File: src/core/cmh_pkg.sv
package cmh_pkg;
  // control token values on the link
  localparam logic [7:0] TOK_END = 8'h01;
  localparam logic [7:0] TOK_ACK = 8'h03;
  localparam logic [7:0] TOK_NAK = 8'h04;
  localparam logic [7:0] TOK_CFG_WR = 8'hC0;
  localparam logic [7:0] TOK_CFG_RD = 8'hC1;
  localparam logic [7:0] TOK_PER_WR = 8'h24;
  localparam logic [7:0] TOK_PER_RD = 8'h25;
  // destination patterns
  localparam logic [15:0] CFG_DEST_LOW = 16'hC30C;
  localparam logic [7:0] PER_DEST_LOW = 8'h02;
  localparam int DEST_NODE_POS = 16;
  localparam int DEST_PERIPH_POS = 8;
  // on a write, a return field whose low byte is all ones asks for no reply
  localparam logic [7:0] RET_NOACK = 8'hFF;
  localparam int RET_BYTES = 3;
  localparam int CFG_REG_BYTES = 2;
  localparam int CFG_DATA_BYTES = 4;
  // host command codes
  typedef enum logic [1:0] {
    CMH_OP_CFG_WR,
    CMH_OP_CFG_RD,
    CMH_OP_PER_WR,
    CMH_OP_PER_RD
  } cmh_op_t;
endpackage

File: src/core/cmh_link_if.sv
`timescale 1ns/1ps
interface cmh_link_if;
  // request tokens, requester to handler
  logic req_valid;
  logic req_ctrl;
  logic [7:0] req_data;
  logic [31:0] req_dest;
  logic req_ready;
  // reply tokens, handler to requester
  logic rsp_valid;
  logic rsp_ctrl;
  logic [7:0] rsp_data;
  logic [23:0] rsp_dest;
  logic rsp_ready;
  modport dev (
    input req_valid, req_ctrl, req_data, req_dest, rsp_ready,
    output req_ready, rsp_valid, rsp_ctrl, rsp_data, rsp_dest
  );
  modport host (
    output req_valid, req_ctrl, req_data, req_dest, rsp_ready,
    input req_ready, rsp_valid, rsp_ctrl, rsp_data, rsp_dest
  );
endinterface

File: src/core/cmh_device.sv
`timescale 1ns/1ps
module cmh_device #(
  parameter logic [15:0] NODE_ID = 16'h0001,
  parameter int CFG_DEPTH = 8,
  parameter int PER_DEPTH = 16,
  parameter int NUM_PERIPH = 1
) (
  // clock and reset
  input wire logic clk_i,
  input wire logic reset_n_i,
  // link
  cmh_link_if.dev link,
  // user side
  output logic [31:0] cfg_word0_o,
  output logic [7:0] per_byte0_o,
  output logic busy_o
);
  localparam int PAW = (PER_DEPTH > 1) ? $clog2(PER_DEPTH) : 1;
  localparam int CAW = (CFG_DEPTH > 1) ? $clog2(CFG_DEPTH) : 1;

  typedef enum logic [3:0] {
    S_IDLE, S_RET, S_REG, S_SIZE, S_DATA, S_END, S_SKIP, S_HEAD, S_BODY, S_TAIL
  } cmh_dev_st_t;
  typedef enum logic [2:0] {K_CFG_WR, K_CFG_RD, K_PER_WR, K_PER_RD, K_BAD} cmh_kind_t;

  cmh_dev_st_t st_r;
  cmh_kind_t kind_r;
  logic [23:0] ret_r;
  logic [15:0] reg_r;
  logic [7:0] size_r;
  logic [7:0] cnt_r;
  logic [31:0] wdata_r;
  logic ok_r;
  logic wr_tok_r;
  logic [31:0] cfg_mem [CFG_DEPTH];
  logic [7:0] per_mem [PER_DEPTH];

  logic acc;
  logic is_end;
  logic is_wr;
  logic [15:0] reg_nxt;
  logic [8:0] per_span;

  assign acc = link.req_valid && link.req_ready;
  assign is_end = link.req_ctrl && (link.req_data == cmh_pkg::TOK_END);
  assign is_wr = wr_tok_r;
  assign reg_nxt = {reg_r[7:0], link.req_data};
  assign per_span = {1'b0, reg_r[7:0]} + {1'b0, link.req_data};

  function automatic cmh_kind_t decode(input logic [7:0] tok, input logic [31:0] dest);
    logic node_hit;
    logic cfg_hit;
    logic per_hit;
    node_hit = dest[31:cmh_pkg::DEST_NODE_POS] == NODE_ID;
    cfg_hit = node_hit && (dest[15:0] == cmh_pkg::CFG_DEST_LOW);
    per_hit = node_hit && (dest[7:0] == cmh_pkg::PER_DEST_LOW)
      && (32'(dest[15:cmh_pkg::DEST_PERIPH_POS]) < NUM_PERIPH);
    if (cfg_hit && tok == cmh_pkg::TOK_CFG_WR) begin
      decode = K_CFG_WR;
    end else if (cfg_hit && tok == cmh_pkg::TOK_CFG_RD) begin
      decode = K_CFG_RD;
    end else if (per_hit && tok == cmh_pkg::TOK_PER_WR) begin
      decode = K_PER_WR;
    end else if (per_hit && tok == cmh_pkg::TOK_PER_RD) begin
      decode = K_PER_RD;
    end else begin
      decode = K_BAD;
    end
  endfunction

  // request parse and reply sequencing
  always_ff @(posedge clk_i or negedge reset_n_i) begin
    if (!reset_n_i) begin
      st_r <= S_IDLE;
      kind_r <= K_BAD;
      ret_r <= 24'h000000;
      reg_r <= 16'h0000;
      size_r <= 8'h00;
      cnt_r <= 8'h00;
      ok_r <= 1'b0;
      wr_tok_r <= 1'b0;
    end else begin
      case (st_r)
        S_IDLE: begin
          // stray data tokens outside a message are dropped
          if (acc && link.req_ctrl) begin
            kind_r <= decode(link.req_data, link.req_dest);
            ok_r <= decode(link.req_data, link.req_dest) != K_BAD;
            // no-ack binds any write opener, routed or not: its sender is not listening
            wr_tok_r <= (link.req_data == cmh_pkg::TOK_CFG_WR) || (link.req_data == cmh_pkg::TOK_PER_WR);
            reg_r <= 16'h0000;
            cnt_r <= 8'(cmh_pkg::RET_BYTES - 1);
            st_r <= S_RET;
          end
        end
        S_RET, S_REG, S_SIZE, S_DATA: begin
          if (acc && link.req_ctrl) begin
            // truncated message ends in failure
            ok_r <= 1'b0;
            st_r <= is_end ? S_HEAD : S_SKIP;
          end else if (acc) begin
            cnt_r <= cnt_r - 8'h01;
            if (st_r == S_RET) begin
              ret_r <= {ret_r[15:0], link.req_data};
              if (cnt_r == 8'h00) begin
                st_r <= (kind_r == K_BAD) ? S_SKIP : S_REG;
                cnt_r <= (kind_r == K_CFG_WR || kind_r == K_CFG_RD) ? 8'(cmh_pkg::CFG_REG_BYTES - 1) : 8'h00;
              end
            end else if (st_r == S_REG) begin
              reg_r <= reg_nxt;
              if (cnt_r == 8'h00) begin
                if (kind_r == K_CFG_WR || kind_r == K_CFG_RD) begin
                  if (32'(reg_nxt) >= CFG_DEPTH) begin
                    ok_r <= 1'b0;
                  end
                  st_r <= (kind_r == K_CFG_WR) ? S_DATA : S_END;
                  cnt_r <= 8'(cmh_pkg::CFG_DATA_BYTES - 1);
                end else begin
                  st_r <= S_SIZE;
                end
              end
            end else if (st_r == S_SIZE) begin
              size_r <= link.req_data;
              if (32'(per_span) > PER_DEPTH) begin
                ok_r <= 1'b0;
              end
              cnt_r <= link.req_data - 8'h01;
              st_r <= (kind_r == K_PER_WR && link.req_data != 8'h00) ? S_DATA : S_END;
            end else begin
              if (kind_r == K_PER_WR) begin
                reg_r <= reg_r + 16'h0001;
              end
              if (cnt_r == 8'h00) begin
                st_r <= S_END;
              end
            end
          end
        end
        S_END, S_SKIP: begin
          if (acc && is_end) begin
            if (is_wr && ret_r[7:0] == cmh_pkg::RET_NOACK) begin
              st_r <= S_IDLE;
            end else begin
              st_r <= S_HEAD;
            end
          end else if (acc) begin
            ok_r <= 1'b0;
            st_r <= S_SKIP;
          end
        end
        S_HEAD: begin
          if (link.rsp_ready) begin
            cnt_r <= (kind_r == K_CFG_RD) ? 8'(cmh_pkg::CFG_DATA_BYTES - 1) : size_r - 8'h01;
            if (ok_r && (kind_r == K_CFG_RD || (kind_r == K_PER_RD && size_r != 8'h00))) begin
              st_r <= S_BODY;
            end else begin
              st_r <= S_TAIL;
            end
          end
        end
        S_BODY: begin
          if (link.rsp_ready) begin
            cnt_r <= cnt_r - 8'h01;
            if (kind_r == K_PER_RD) begin
              reg_r <= reg_r + 16'h0001;
            end
            if (cnt_r == 8'h00) begin
              st_r <= S_TAIL;
            end
          end
        end
        S_TAIL: begin
          if (link.rsp_ready) begin
            st_r <= S_IDLE;
          end
        end
        default: begin
          st_r <= S_IDLE;
        end
      endcase
    end
  end

  // config word gathering and read-out shift
  always_ff @(posedge clk_i or negedge reset_n_i) begin
    if (!reset_n_i) begin
      wdata_r <= 32'h00000000;
    end else if (st_r == S_DATA && acc && !link.req_ctrl && kind_r == K_CFG_WR) begin
      wdata_r <= {wdata_r[23:0], link.req_data};
    end else if (st_r == S_END && acc && is_end && kind_r == K_CFG_RD && ok_r) begin
      wdata_r <= cfg_mem[reg_r[CAW-1:0]];
    end else if (st_r == S_BODY && link.rsp_ready) begin
      wdata_r <= {wdata_r[23:0], 8'h00};
    end
  end

  // config words commit only on a clean closing token
  always_ff @(posedge clk_i or negedge reset_n_i) begin
    if (!reset_n_i) begin
      for (int i = 0; i < CFG_DEPTH; i++) begin
        cfg_mem[i] <= 32'h00000000;
      end
    end else if (st_r == S_END && acc && is_end && kind_r == K_CFG_WR && ok_r) begin
      cfg_mem[reg_r[CAW-1:0]] <= wdata_r;
    end
  end

  // peripheral bytes land as they arrive, range already checked
  always_ff @(posedge clk_i or negedge reset_n_i) begin
    if (!reset_n_i) begin
      for (int i = 0; i < PER_DEPTH; i++) begin
        per_mem[i] <= 8'h00;
      end
    end else if (st_r == S_DATA && acc && !link.req_ctrl && kind_r == K_PER_WR && ok_r) begin
      per_mem[reg_r[PAW-1:0]] <= link.req_data;
    end
  end

  always_comb begin
    link.req_ready = (st_r != S_HEAD) && (st_r != S_BODY) && (st_r != S_TAIL);
    link.rsp_valid = !link.req_ready;
    link.rsp_ctrl = st_r != S_BODY;
    link.rsp_dest = ret_r;
    if (st_r == S_HEAD) begin
      link.rsp_data = ok_r ? cmh_pkg::TOK_ACK : cmh_pkg::TOK_NAK;
    end else if (st_r == S_BODY) begin
      link.rsp_data = (kind_r == K_CFG_RD) ? wdata_r[31:24] : per_mem[reg_r[PAW-1:0]];
    end else begin
      link.rsp_data = cmh_pkg::TOK_END;
    end
  end

  assign cfg_word0_o = cfg_mem[0];
  assign per_byte0_o = per_mem[0];
  assign busy_o = st_r != S_IDLE;
endmodule

File: src/flat_wrapper.sv
// flat-port wrapper written by rule: the top's interface ports become plain ports
module cmh_device_flat 
#(
  parameter logic [15:0] NODE_ID = 16'h0001,
  parameter int CFG_DEPTH = 8,
  parameter int PER_DEPTH = 16,
  parameter int NUM_PERIPH = 1
)
  (clk_i, reset_n_i, cfg_word0_o, per_byte0_o, busy_o, link_req_valid, link_req_ctrl, link_req_data, link_req_dest, link_rsp_ready, link_req_ready, link_rsp_valid, link_rsp_ctrl, link_rsp_data, link_rsp_dest);
  cmh_link_if link_i ();
  input wire logic clk_i;
  input wire logic reset_n_i;
  output logic [31:0] cfg_word0_o;
  output logic [7:0] per_byte0_o;
  output logic busy_o;
  input wire logic [$bits(link_i.req_valid)-1:0] link_req_valid;
  input wire logic [$bits(link_i.req_ctrl)-1:0] link_req_ctrl;
  input wire logic [$bits(link_i.req_data)-1:0] link_req_data;
  input wire logic [$bits(link_i.req_dest)-1:0] link_req_dest;
  input wire logic [$bits(link_i.rsp_ready)-1:0] link_rsp_ready;
  output wire logic [$bits(link_i.req_ready)-1:0] link_req_ready;
  output wire logic [$bits(link_i.rsp_valid)-1:0] link_rsp_valid;
  output wire logic [$bits(link_i.rsp_ctrl)-1:0] link_rsp_ctrl;
  output wire logic [$bits(link_i.rsp_data)-1:0] link_rsp_data;
  output wire logic [$bits(link_i.rsp_dest)-1:0] link_rsp_dest;
  assign link_i.req_valid = link_req_valid;
  assign link_i.req_ctrl = link_req_ctrl;
  assign link_i.req_data = link_req_data;
  assign link_i.req_dest = link_req_dest;
  assign link_i.rsp_ready = link_rsp_ready;
  assign link_req_ready = link_i.req_ready;
  assign link_rsp_valid = link_i.rsp_valid;
  assign link_rsp_ctrl = link_i.rsp_ctrl;
  assign link_rsp_data = link_i.rsp_data;
  assign link_rsp_dest = link_i.rsp_dest;
  cmh_device #(.NODE_ID(NODE_ID), .CFG_DEPTH(CFG_DEPTH), .PER_DEPTH(PER_DEPTH), .NUM_PERIPH(NUM_PERIPH)) u_core (.clk_i(clk_i), .reset_n_i(reset_n_i), .link(link_i), .cfg_word0_o(cfg_word0_o), .per_byte0_o(per_byte0_o), .busy_o(busy_o));
endmodule
File: config.mk
export PLATFORM = sky130hd
export DESIGN_NAME = cmh_device_flat
export DESIGN_NICKNAME = d
export VERILOG_FILES = /design/src/core/cmh_pkg.sv /design/src/core/cmh_link_if.sv /design/src/core/cmh_device.sv /design/src/flat_wrapper.sv
export SDC_FILE = /design/constraint.sdc
export NUM_CORES = 1
export LEC_CHECK = 0
export BUFFER_PORTS_ARGS = -buffer_cell sky130_fd_sc_hd__clkbuf_2
export CORE_UTILIZATION = 50
export DETAILED_ROUTE_END_ITERATION = 6
export PLACE_DENSITY_LB_ADDON = 0.15
export SETUP_SLACK_MARGIN = 0.02
export SLEW_MARGIN = 10
export SYNTH_ARGS = -nofsm -noshare
export SYNTH_HDL_FRONTEND = slang
export SYNTH_SLANG_ARGS = --single-unit
export TNS_END_PERCENT = 10
File: constraint.sdc
create_clock -name clk_i -period 2.7 [get_ports clk_i]
set_input_delay 0.27 -clock clk_i [delete_from_list [all_inputs] [get_ports clk_i]]
set_output_delay 0.27 -clock clk_i [all_outputs]
set_load 0.05 [all_outputs]
After elaboration in Yosys (flattened, before gate mapping). Cells that the tools add are included.

Flip-flop bits (word level): 481. Bits of input ports: 45. Output and inout port bits: 76. Logic and storage cells: 239.

$add $sub $neg: 5. $lt $le $gt $ge: 7. Equality and inequality tests: 49. Multiplexer cells: 85. Bitwise logic cells: 5. Reductions and logical operators: 55.

Operator list (count): bitwise mux 256 bit (1); two-way mux 32 bit (6); two-way mux 16 bit (9); two-way mux 8 bit (18); bitwise mux 128 bit (1); binary-select mux 32 bit (select 3 bit) (1); demux 32 bit (select 3 bit) (1); two-way mux 4 bit (16); case mux 16 bit (3 select lines) (1); binary-select mux 8 bit (select 4 bit) (1); demux 8 bit (select 4 bit) (1); case mux 8 bit (4 select lines) (1); logical AND 1 bit (31); two-way mux 3 bit (9); == test 8 bit, second input constant (3); case mux 4 bit (6 select lines) (1); subtractor 8 x 1 -> 8 bit, second input constant (3); two-way mux 1 bit (17); adder 16 x 1 -> 16 bit, second input constant (1); == test 16 x 1 -> 1 bit, second input constant (1); == test 16 bit, second input constant (1); == test 4 x 3 -> 1 bit, second input constant (4); == test 8 x 6 -> 1 bit, second input constant (2); >= comparator 16 x 4 -> 1 bit, second input constant (1); 44 further kinds (75).

Longest topological paths before layout. Gate-level depths: netlist of the first run.

Depth in word-level cells: 13. Gate-level depth with buffers: 11. Gate-level depth less buffers: 8.

Worst setup path after synthesis of the first run. Ideal clock, no wire load.

Path type: reg2out. Start: reg u_core.reg_r[0]. End: out link_rsp_data[1]. Arrival time: 3.119 ns. Required time: 2.430 ns. Setup slack: -0.689 ns. Cell stages (with the launch flop): 9. Buffers on the path: 4. Path through: dfrtp_1 -> buf_2 -> buf_2 -> clkbuf_1 -> clkbuf_1 -> mux2i_1 -> o221ai_1 -> o21ai_0 -> o21ai_0.

Word-level cells in the longest chain between the ends: 7.

RTL lines: start, declared (line cmh_device.sv:29) `logic [15:0] reg_r;`; start signal, assigned (line cmh_device.sv:110) `reg_r <= reg_nxt;`; start signal, assigned (line cmh_device.sv:131) `reg_r <= reg_r + 16'h0001;`; start signal, assigned (line cmh_device.sv:165) `reg_r <= reg_r + 16'h0001;`; NOT 4 -> 5 bit (implied by the code) (line cmh_device.sv:227) `link.rsp_data = (kind_r == K_CFG_RD) ? wdata_r[31:24] : per_mem[reg_r[PAW-1:0]];`; binary-select mux 8 bit (select 4 bit) (line cmh_device.sv:227); two-way mux 8 bit (implied by the code) (2 in series) (line cmh_device.sv:227); two-way mux 8 bit (line cmh_device.sv:227); two-way mux 8 bit (line cmh_device.sv:226) `end else if (st_r == S_BODY) begin`; two-way mux 8 bit (line cmh_device.sv:224) `if (st_r == S_HEAD) begin`; end, declared (line flat_wrapper.sv:24) `output wire logic [$bits(link_i.rsp_data)-1:0] link_rsp_data;`.

Every way passes these cells. The select of a mux whose other input is x is not followed.

Worst setup path after layout of the first run.
Start: reg u_core.reg_r[0]. End: out link_rsp_data[2].

The elaborated chain is that of the path after synthesis.

==> results of run 1 <==
-- per-layer routing --
layer  part of all wire [%]  wire length (um)
met5                      0                 0
met4                    2.7              1861
met3                    5.2              3504
met2                     48             32430
met1                     44             30070
-- critical path: cells and delay by family, from the launching register on --
kind,cells,cell delay (ns)
AOI/OAI and AO/OA,1,0.30
and+or+nand+nor,2,0.22
buffers and inverters,4,0.61
muxes,1,0.45
DFF,1,0.54
-- kinds of logic (layout without fill, tap and decap cells) --
family	after synthesis	in the layout	synth area share [%]
AOI/OAI and AO/OA	378	378	10.35
xor gates and xnor gates	18	18	0.6705
adders and majority gates	19	19	1.043
buffers and inverters	241	405	5.050
DFF	473	473	50.34
muxes	472	472	23.57
other	0	1	0
and+or+nand+nor	425	425	8.977
-- area by class of cell --
cell class	instances	area share (%)
Sequential cell	473	42.98
Antenna cell	1	0.009078
Clock inverter	19	0.7353
Clock buffer	72	5.320
Inverter	22	0.3223
Multi-Input combinational cell	1312	39.10
Tap cell	607	2.755
Timing Repair Buffer	292	8.774
-- timing repair --
item | CTS | global route
gates resized for setup | 60 | 19
hold endpoints to repair | 54 | 0
pin swaps | 14 | 16
hold buffers | 1 | 0
setup buffers | 17 | 5
setup endpoints to repair | 23 | 89
-- power by group --
part	internal [mW]	switching, mW	leakage [nW]
combinational	2.96	4.89	5.69
clock	4.07	2.93	0.813
sequential	7.47	0.508	6.55
-- state kept, by name, indices dropped and copies added, names as in the netlist --
name and count:
u_core.cfg_mem 224, u_core.cfg_word0_o 32, u_core.cnt_r 8, u_core.is_wr 1
u_core.kind_r 3, u_core.link.rsp_dest 24, u_core.ok_r 1, u_core.per_byte0_o 8
u_core.per_mem 120, u_core.reg_r 8, u_core.size_r 8, u_core.st_r 4
u_core.wdata_r 32
-- metrics by stage --
| stage | cells | setup slack (ns) | instance area [um2] | power (mW) |
|---|---|---|---|---|
| 6_report | 2798 | -0.2968 | 27570 | 22.83 |
| 4_1_cts | 2792 | -0.3421 | 27440 | 22.73 |
| 2_1_floorplan | 2026 | 0.008155 | 23570 | 12.43 |
| 3_5_place_dp | 2683 | -0.05837 | 25390 | 15.19 |
| 5_1_grt | 2797 | -0.4189 | 27560 | 23.78 |
| 3_3_place_gp | 2683 | -0.008137 | 25390 | 15.12 |
-- synthesized netlist by cell type (7+ instances only) --
cell type	instances
inv_1	18
buf_4	57
nand4_1	13
nand2b_1	10
nor4_1	13
nor3b_1	12
nor2b_1	16
buf_2	13
nand2_1	163
a21oi_1	66
mux2_1	64
a32oi_1	9
a22o_1	7
o22ai_1	20
buf_6	7
a211oi_1	21
o211ai_1	11
nand3_1	30
nor2_1	88
a221oi_1	21
nor3_1	29
mux2_2	339
mux2i_1	44
a31oi_1	31
mux4_2	25
buf_1	27
xnor2_1	12
o21ai_0	117
a22oi_1	23
ha_1	18
clkbuf_1	115
and3_1	10
dfrtp_1	472
-- cells in the final DEF (no fill, tap or decap), types with 10 or more instances in the layout --
cell type and instances:
dfrtp_1 469, nand2_1 161, buf_12 35, nor4_1 13, o21ai_0 111, clkbuf_1 11, clkbuf_16 52, mux4_2 25
a21oi_1 61, o211ai_1 11, ha_1 18, xnor2_1 12, inv_1 17, nand4_1 13, a31oi_1 31, a22oi_1 21
a221oi_1 17, buf_4 132, and3_1 10, o22ai_1 20, mux2_1 64, mux2_2 337, nor3b_1 12, clkbuf_2 111
nor3_1 27, mux2i_1 43, a211oi_1 18, nand3_1 29, nor2_1 78, nor2b_1 12
-- path summary, 6_finish.rpt --
| check | to | cells past startpoint |
|---|---|---|
| worst max-delay path | link_rsp_data[2] | 8 |
| worst min-delay path | u_core.wdata_r[0]$_DFFE_PN0P_ | 3 |
| worst max register to register | u_core.ok_r$_DFFE_PN0P_ | 10 |
| worst min register to register | u_core.per_mem[30]$_DFFE_PN0P_ | 2 |
| max in group asynchronous | u_core.cfg_mem[117]$_DFFE_PN0P_ | 3 |
| min in group asynchronous | u_core.cfg_word0_o[27]$_DFFE_PN0P_ | 2 |
==> impl_results.md, run 1 <==
* Area share of the largest cell type after synthesis at 50.23%
* Final Setup Violations at 8
* CP Class: reg2out
* RSZ-0062 raised after global routing: yes
* Crit share post-route at 111.0%
* Vias per cell at 6.143
* TritonCTS Sinks at 473
* Share of cells above drive strength 1 at 36.76%
* DIE AREA at 0.04790 mm2
* CTS tree: done
* Worst Path Required at 2.43 ns
* Synth Net Count at about 2100
* Async SR Flop Fraction at 100.0%
* FF/Latch Area at 0.01185 mm2
* PD cells at about 830 mW/mm2
* Root Driver: clkbuf_16
* Grt total ovfl at 0
* Worst hold slack at around 0.064 ns
* Post-synth cell types at 77
* Slowest stage delay, CP at roughly 0.54 ns
* Hold Crit Class: in2reg
* GR Util met2 at a little under half
* Max cap viols at 0
* Antenna violations before repair at 0
* Slew Viols, Final at 0
* Critical Path AT at 2.73 ns
* Reg clk slew, reported paths at approximately 0.060 ns
* Min Tclk post-route at between 2 and 3 ns
* Post-layout util at 59.34%
* Post-Syn Area per Cell at 11.61 um2
* Chip height at ~220 um
* Drt wl/cell at 24.26 um
* DRC Markers at 0
* Highest Clock Rate at 333.7 MHz
* Core ar. at 0.04646 mm2
* H-tree Lvls at 2
* Warnings from Yosys at 0
* Kind of start point of the critical path: register
* Setup TNS at -1.599 ns
* Fill cells at 3824
* Die width at 218.9 um
* Fin Clk Skew at roughly 0.020 ns
* Met1 usage at 40.21%
* Initial core utilization at 50.61%
* Area taken by multi-input logic gates at 0.01078 mm2
* First-pass GRT wire length at 104.7 mm
* Post-synth EDFFs at 0
* NumNets Final at 2217
* Worst slew margin at slightly above 40%
* Via count at ~17000
* DP Wirelength at 44.87 mm
* Worst Tran Pin Value at about 0.87 ns
* Post-Syn Instances at 2026
* HP Start: link_req_data[0]
* Cell Area, Synth at 0.02351 mm2
* # rows at 79
* Area leader, netlist: dfrtp_1
* Final setup margin at -0.2968 ns
* Setup crit end kind: output pin
* Run status: complete, but fails checks
* Clk buf depth at 3
* Final wirelength at between 60 and 70 mm
* 1st-iter DRT viols at 1331
* CP Cell Sequence: buf_12, buf_4, mux4_2, nor3_2, nor4_1, buf_4, a211o_4, buf_12
* Critical path fanouts, max at 6
* Reg-to-Reg Start: u_core.reg_r[0]$_DFFE_PN0P_
* Reg2reg setup slack at ~0.010 ns
* Setup crit start: u_core.reg_r[0]$_DFFE_PN0P_
* Leakage at between 10 and 15 nW
* Layout area overhead at 17.23%
* TritonCTS Buffers at 52
* Critical-path top delay cell: dfrtp_4
* Ports at 121
* GRT Total Usage at 28.71%
* Vias in the first global route at 17375
* ANT nets after route at 0
* Number of synthesized register bits at 473
* Seq/Total Area, Yosys at ~50%
* Top cells by area, synth: dfrtp_1 (50%), mux2_2 (16%), mux2_1 (3.1%), nand2_1 (2.6%), o21ai_0 (2.5%)
* Failing checks: setup timing
* Drt first pass iters at 5
* PortBufs at 120
* Top Usage Layer GRT: met2
* Final GP Congestion at around 0.9
* Dominant synthesized flop cell: dfrtp_1
* Met3 Use GR at 3.742%
* Maximum vdd ir drop at 1.037 mV
* Hold Violations, Final at 0
* Largest net degree at the start of global routing at 90
* Insertion delay to the later sink of the worst-skew pair at roughly 0.6 ns
Note: power is estimated with default switching activity, not from simulation.
==> run 2, diff against run 1 <==
--- a/config.mk
+++ b/config.mk
@@ -9,7 +9,7 @@
 export CORE_UTILIZATION = 50
 export DETAILED_ROUTE_END_ITERATION = 6
 export PLACE_DENSITY_LB_ADDON = 0.15
-export SETUP_SLACK_MARGIN = 0.02
+export SETUP_SLACK_MARGIN = 0.2
 export SLEW_MARGIN = 10
 export SYNTH_ARGS = -nofsm -noshare
 export SYNTH_HDL_FRONTEND = slang
==> impl_results.md, run 2 (same netlist as run 1, synthesis figures left out) <==
* Chip height at 218.9 um
* Fin Clk Skew at roughly 0.025 ns
* Critical Path AT at 2.72 ns
* CP top delay family: flip-flops
* Core ar. at 0.04646 mm2
* H-tree Lvls at 2
* Vias in the first global route at 17584
* Top reg by flops: u_core.cfg_mem
* Min Tclk post-route at 2.993 ns
* 1st-iter DRT viols at 1557
* Via count at 17520
* TritonCTS Buffers at 50
* CP Class: reg2out
* TritonCTS Sinks at between 400 and 500
* Critical path fanouts, max at 8
* Root Driver: clkbuf_16
* Slowest stage delay, CP at 0.54 ns
* NumNets Final at 2268
* Reg clk slew, reported paths at 0.06 ns
* Antenna violations before repair at 1
* Insertion delay to the later sink of the worst-skew pair at 0.61 ns
* Max cap viols at 0
* Final wirelength at 72.95 mm
* DP Wirelength at about 47 mm
* Hold Crit Class: in2reg
* Total design power at 23.13 mW
* Drt first pass iters at 7
* DIE AREA at 0.04790 mm2
* Worst Path Required at 2.43 ns
* Leakage at 13.54 nW
* Largest net degree at the start of global routing at 91
* PortBufs at 120
* Crit share post-route at 110.9%
* First-pass GRT wire length at ~110 mm
* Most frequent CP cell: buf_4
* Vias per cell at 6.152
* DRC Markers at 0
* Ports at roughly 120
* Final Setup Violations at 8
* Dpl ws at -0.01169 ns
* # rows at 79
* Grt total ovfl at 0
* Final setup margin at -0.2935 ns
* Final GP Congestion at 0.9073
* Die width at 218.9 um
* Worst Tran Pin Value at 0.8677 ns
* Layout area overhead at 23.90%
* Clk buf depth at 3
* Run status: complete, but fails checks
* Critical-path top delay cell: dfrtp_4
* CP Cell Sequence: buf_4, mux4_2, o21ai_1, nor4_1, buf_4, a211o_4, buf_12
* Initial core utilization at 50.61%
* Worst slew margin at 42.15%
* Biggest registers after layout: u_core.cfg_mem (224), u_core.per_mem (120)
* Highest Clock Rate at 334.1 MHz
* Slew Viols, Final at 0
* GRT Total Usage at 30.14%
* Sum of buffers and inverters on the critical path at 3
* Failing checks: setup timing
* Maximum vdd ir drop at 1.046 mV
* PD cells at just under 800 mW/mm2
* CTS tree: done
* Share of cells above drive strength 1 at 41.56%
* Kind of start point of the critical path: register
* Hold Violations, Final at 0
* Commonest cells after routing, fill and taps aside: dfrtp_1 (468), mux2_2 (204), mux2_4 (195)
* Largest register FFs at 224
* Drt wl/cell at 25.61 um
* Commonest non-fill, non-tap cell in the layout: dfrtp_1
* RSZ-0062 raised after global routing: yes
* ANT nets after route at 0
* Setup crit end kind: output pin
run 2: changes by cell type in the layout (fill, tap and decap cells not counted), sizes merged:
| cell | delta |
|---|---|
| clkinv | -2 |
| clkinvlp | -4 |
| buf | +42 |
| clkbuf | +13 |
| bufbuf | +1 |
run 2: power by group:
| group | switching (mW) | internal [mW] |
|---|---|---|
| clock | 2.90 | 4.05 |
| combinational | 5.09 | 3.10 |
| sequential | 0.513 | 7.47 |
run 2: final cells by class:
cell class / instances / area, um2
antenna: 1 / 2.502
clock buffer: 75 / 1476
clock inverter: 13 / 158.9
fill: 3644 / 17320
inverter: 22 / 93.84
multi-input combinational: 1312 / 11620
sequential: 473 / 11850
tap: 607 / 759.5
timing repair buffer: 345 / 3169
run 2: what timing repair did:
action	4_1_cts	5_1_grt
gates cloned	1	8
buffers inserted	27	14
hold endpoints to repair	73	0
hold buffers	1	0
setup endpoints to repair	109	300
pin swaps	27	17
resized for setup	223	106
run 2: path summary, 6_finish.rpt:
kind                                           startpoint                                 end  slack [ns]  cells after the start
max in group asynchronous                       reset_n_i        u_core.kind_r[2]$_DFFE_PN1P_        1.50                      3
setup reg to reg               u_core.st_r[3]$_DFFE_PN0P_      u_core.cfg_mem[45]$_DFFE_PN0P_        0.02                     11
setup / recovery              u_core.reg_r[0]$_DFFE_PN0P_                    link_rsp_data[2]       -0.29                      7
hold / removal                           link_req_data[0]       u_core.wdata_r[0]$_DFFE_PN0P_        0.12                      3
min in group asynchronous                       reset_n_i  u_core.cfg_word0_o[29]$_DFFE_PN0P_        0.30                      2
hold reg to reg            u_core.per_mem[17]$_DFFE_PN0P_      u_core.per_mem[17]$_DFFE_PN0P_        0.48                      2
run 2: worst min-delay path: stages:
cell and delay, ns:
clkbuf_2 0.23, a32oi_1 0.10, nand2_1 0.07
run 2: metal layers:
layer / vias up / GRT usage, % / wire, um
li1: 7701 / - / -
met1: 9087 / 42.46 / 32080
met2: 612 / 46.88 / 33700
met3: 120 / 6.334 / 5192
met4: 0 / 8.843 / 1976
met5: - / 0 / 0
run 2: per-stage QoR:
step                      area [um2]  utilization, %  hold slack (ns)  cells   TNS, ns
after floorplan                23610               -         -0.02559   2026         0
after global placement         25640           55.20           0.3929   2708         0
after detailed placement       25640           55.20           0.3987   2708  -0.01169
after CTS                      28360           61.04          0.08402   2825    -1.767
after global routing           29130           62.71           0.1134   2848    -2.727
final                          29130           62.71           0.1191   2848    -1.756
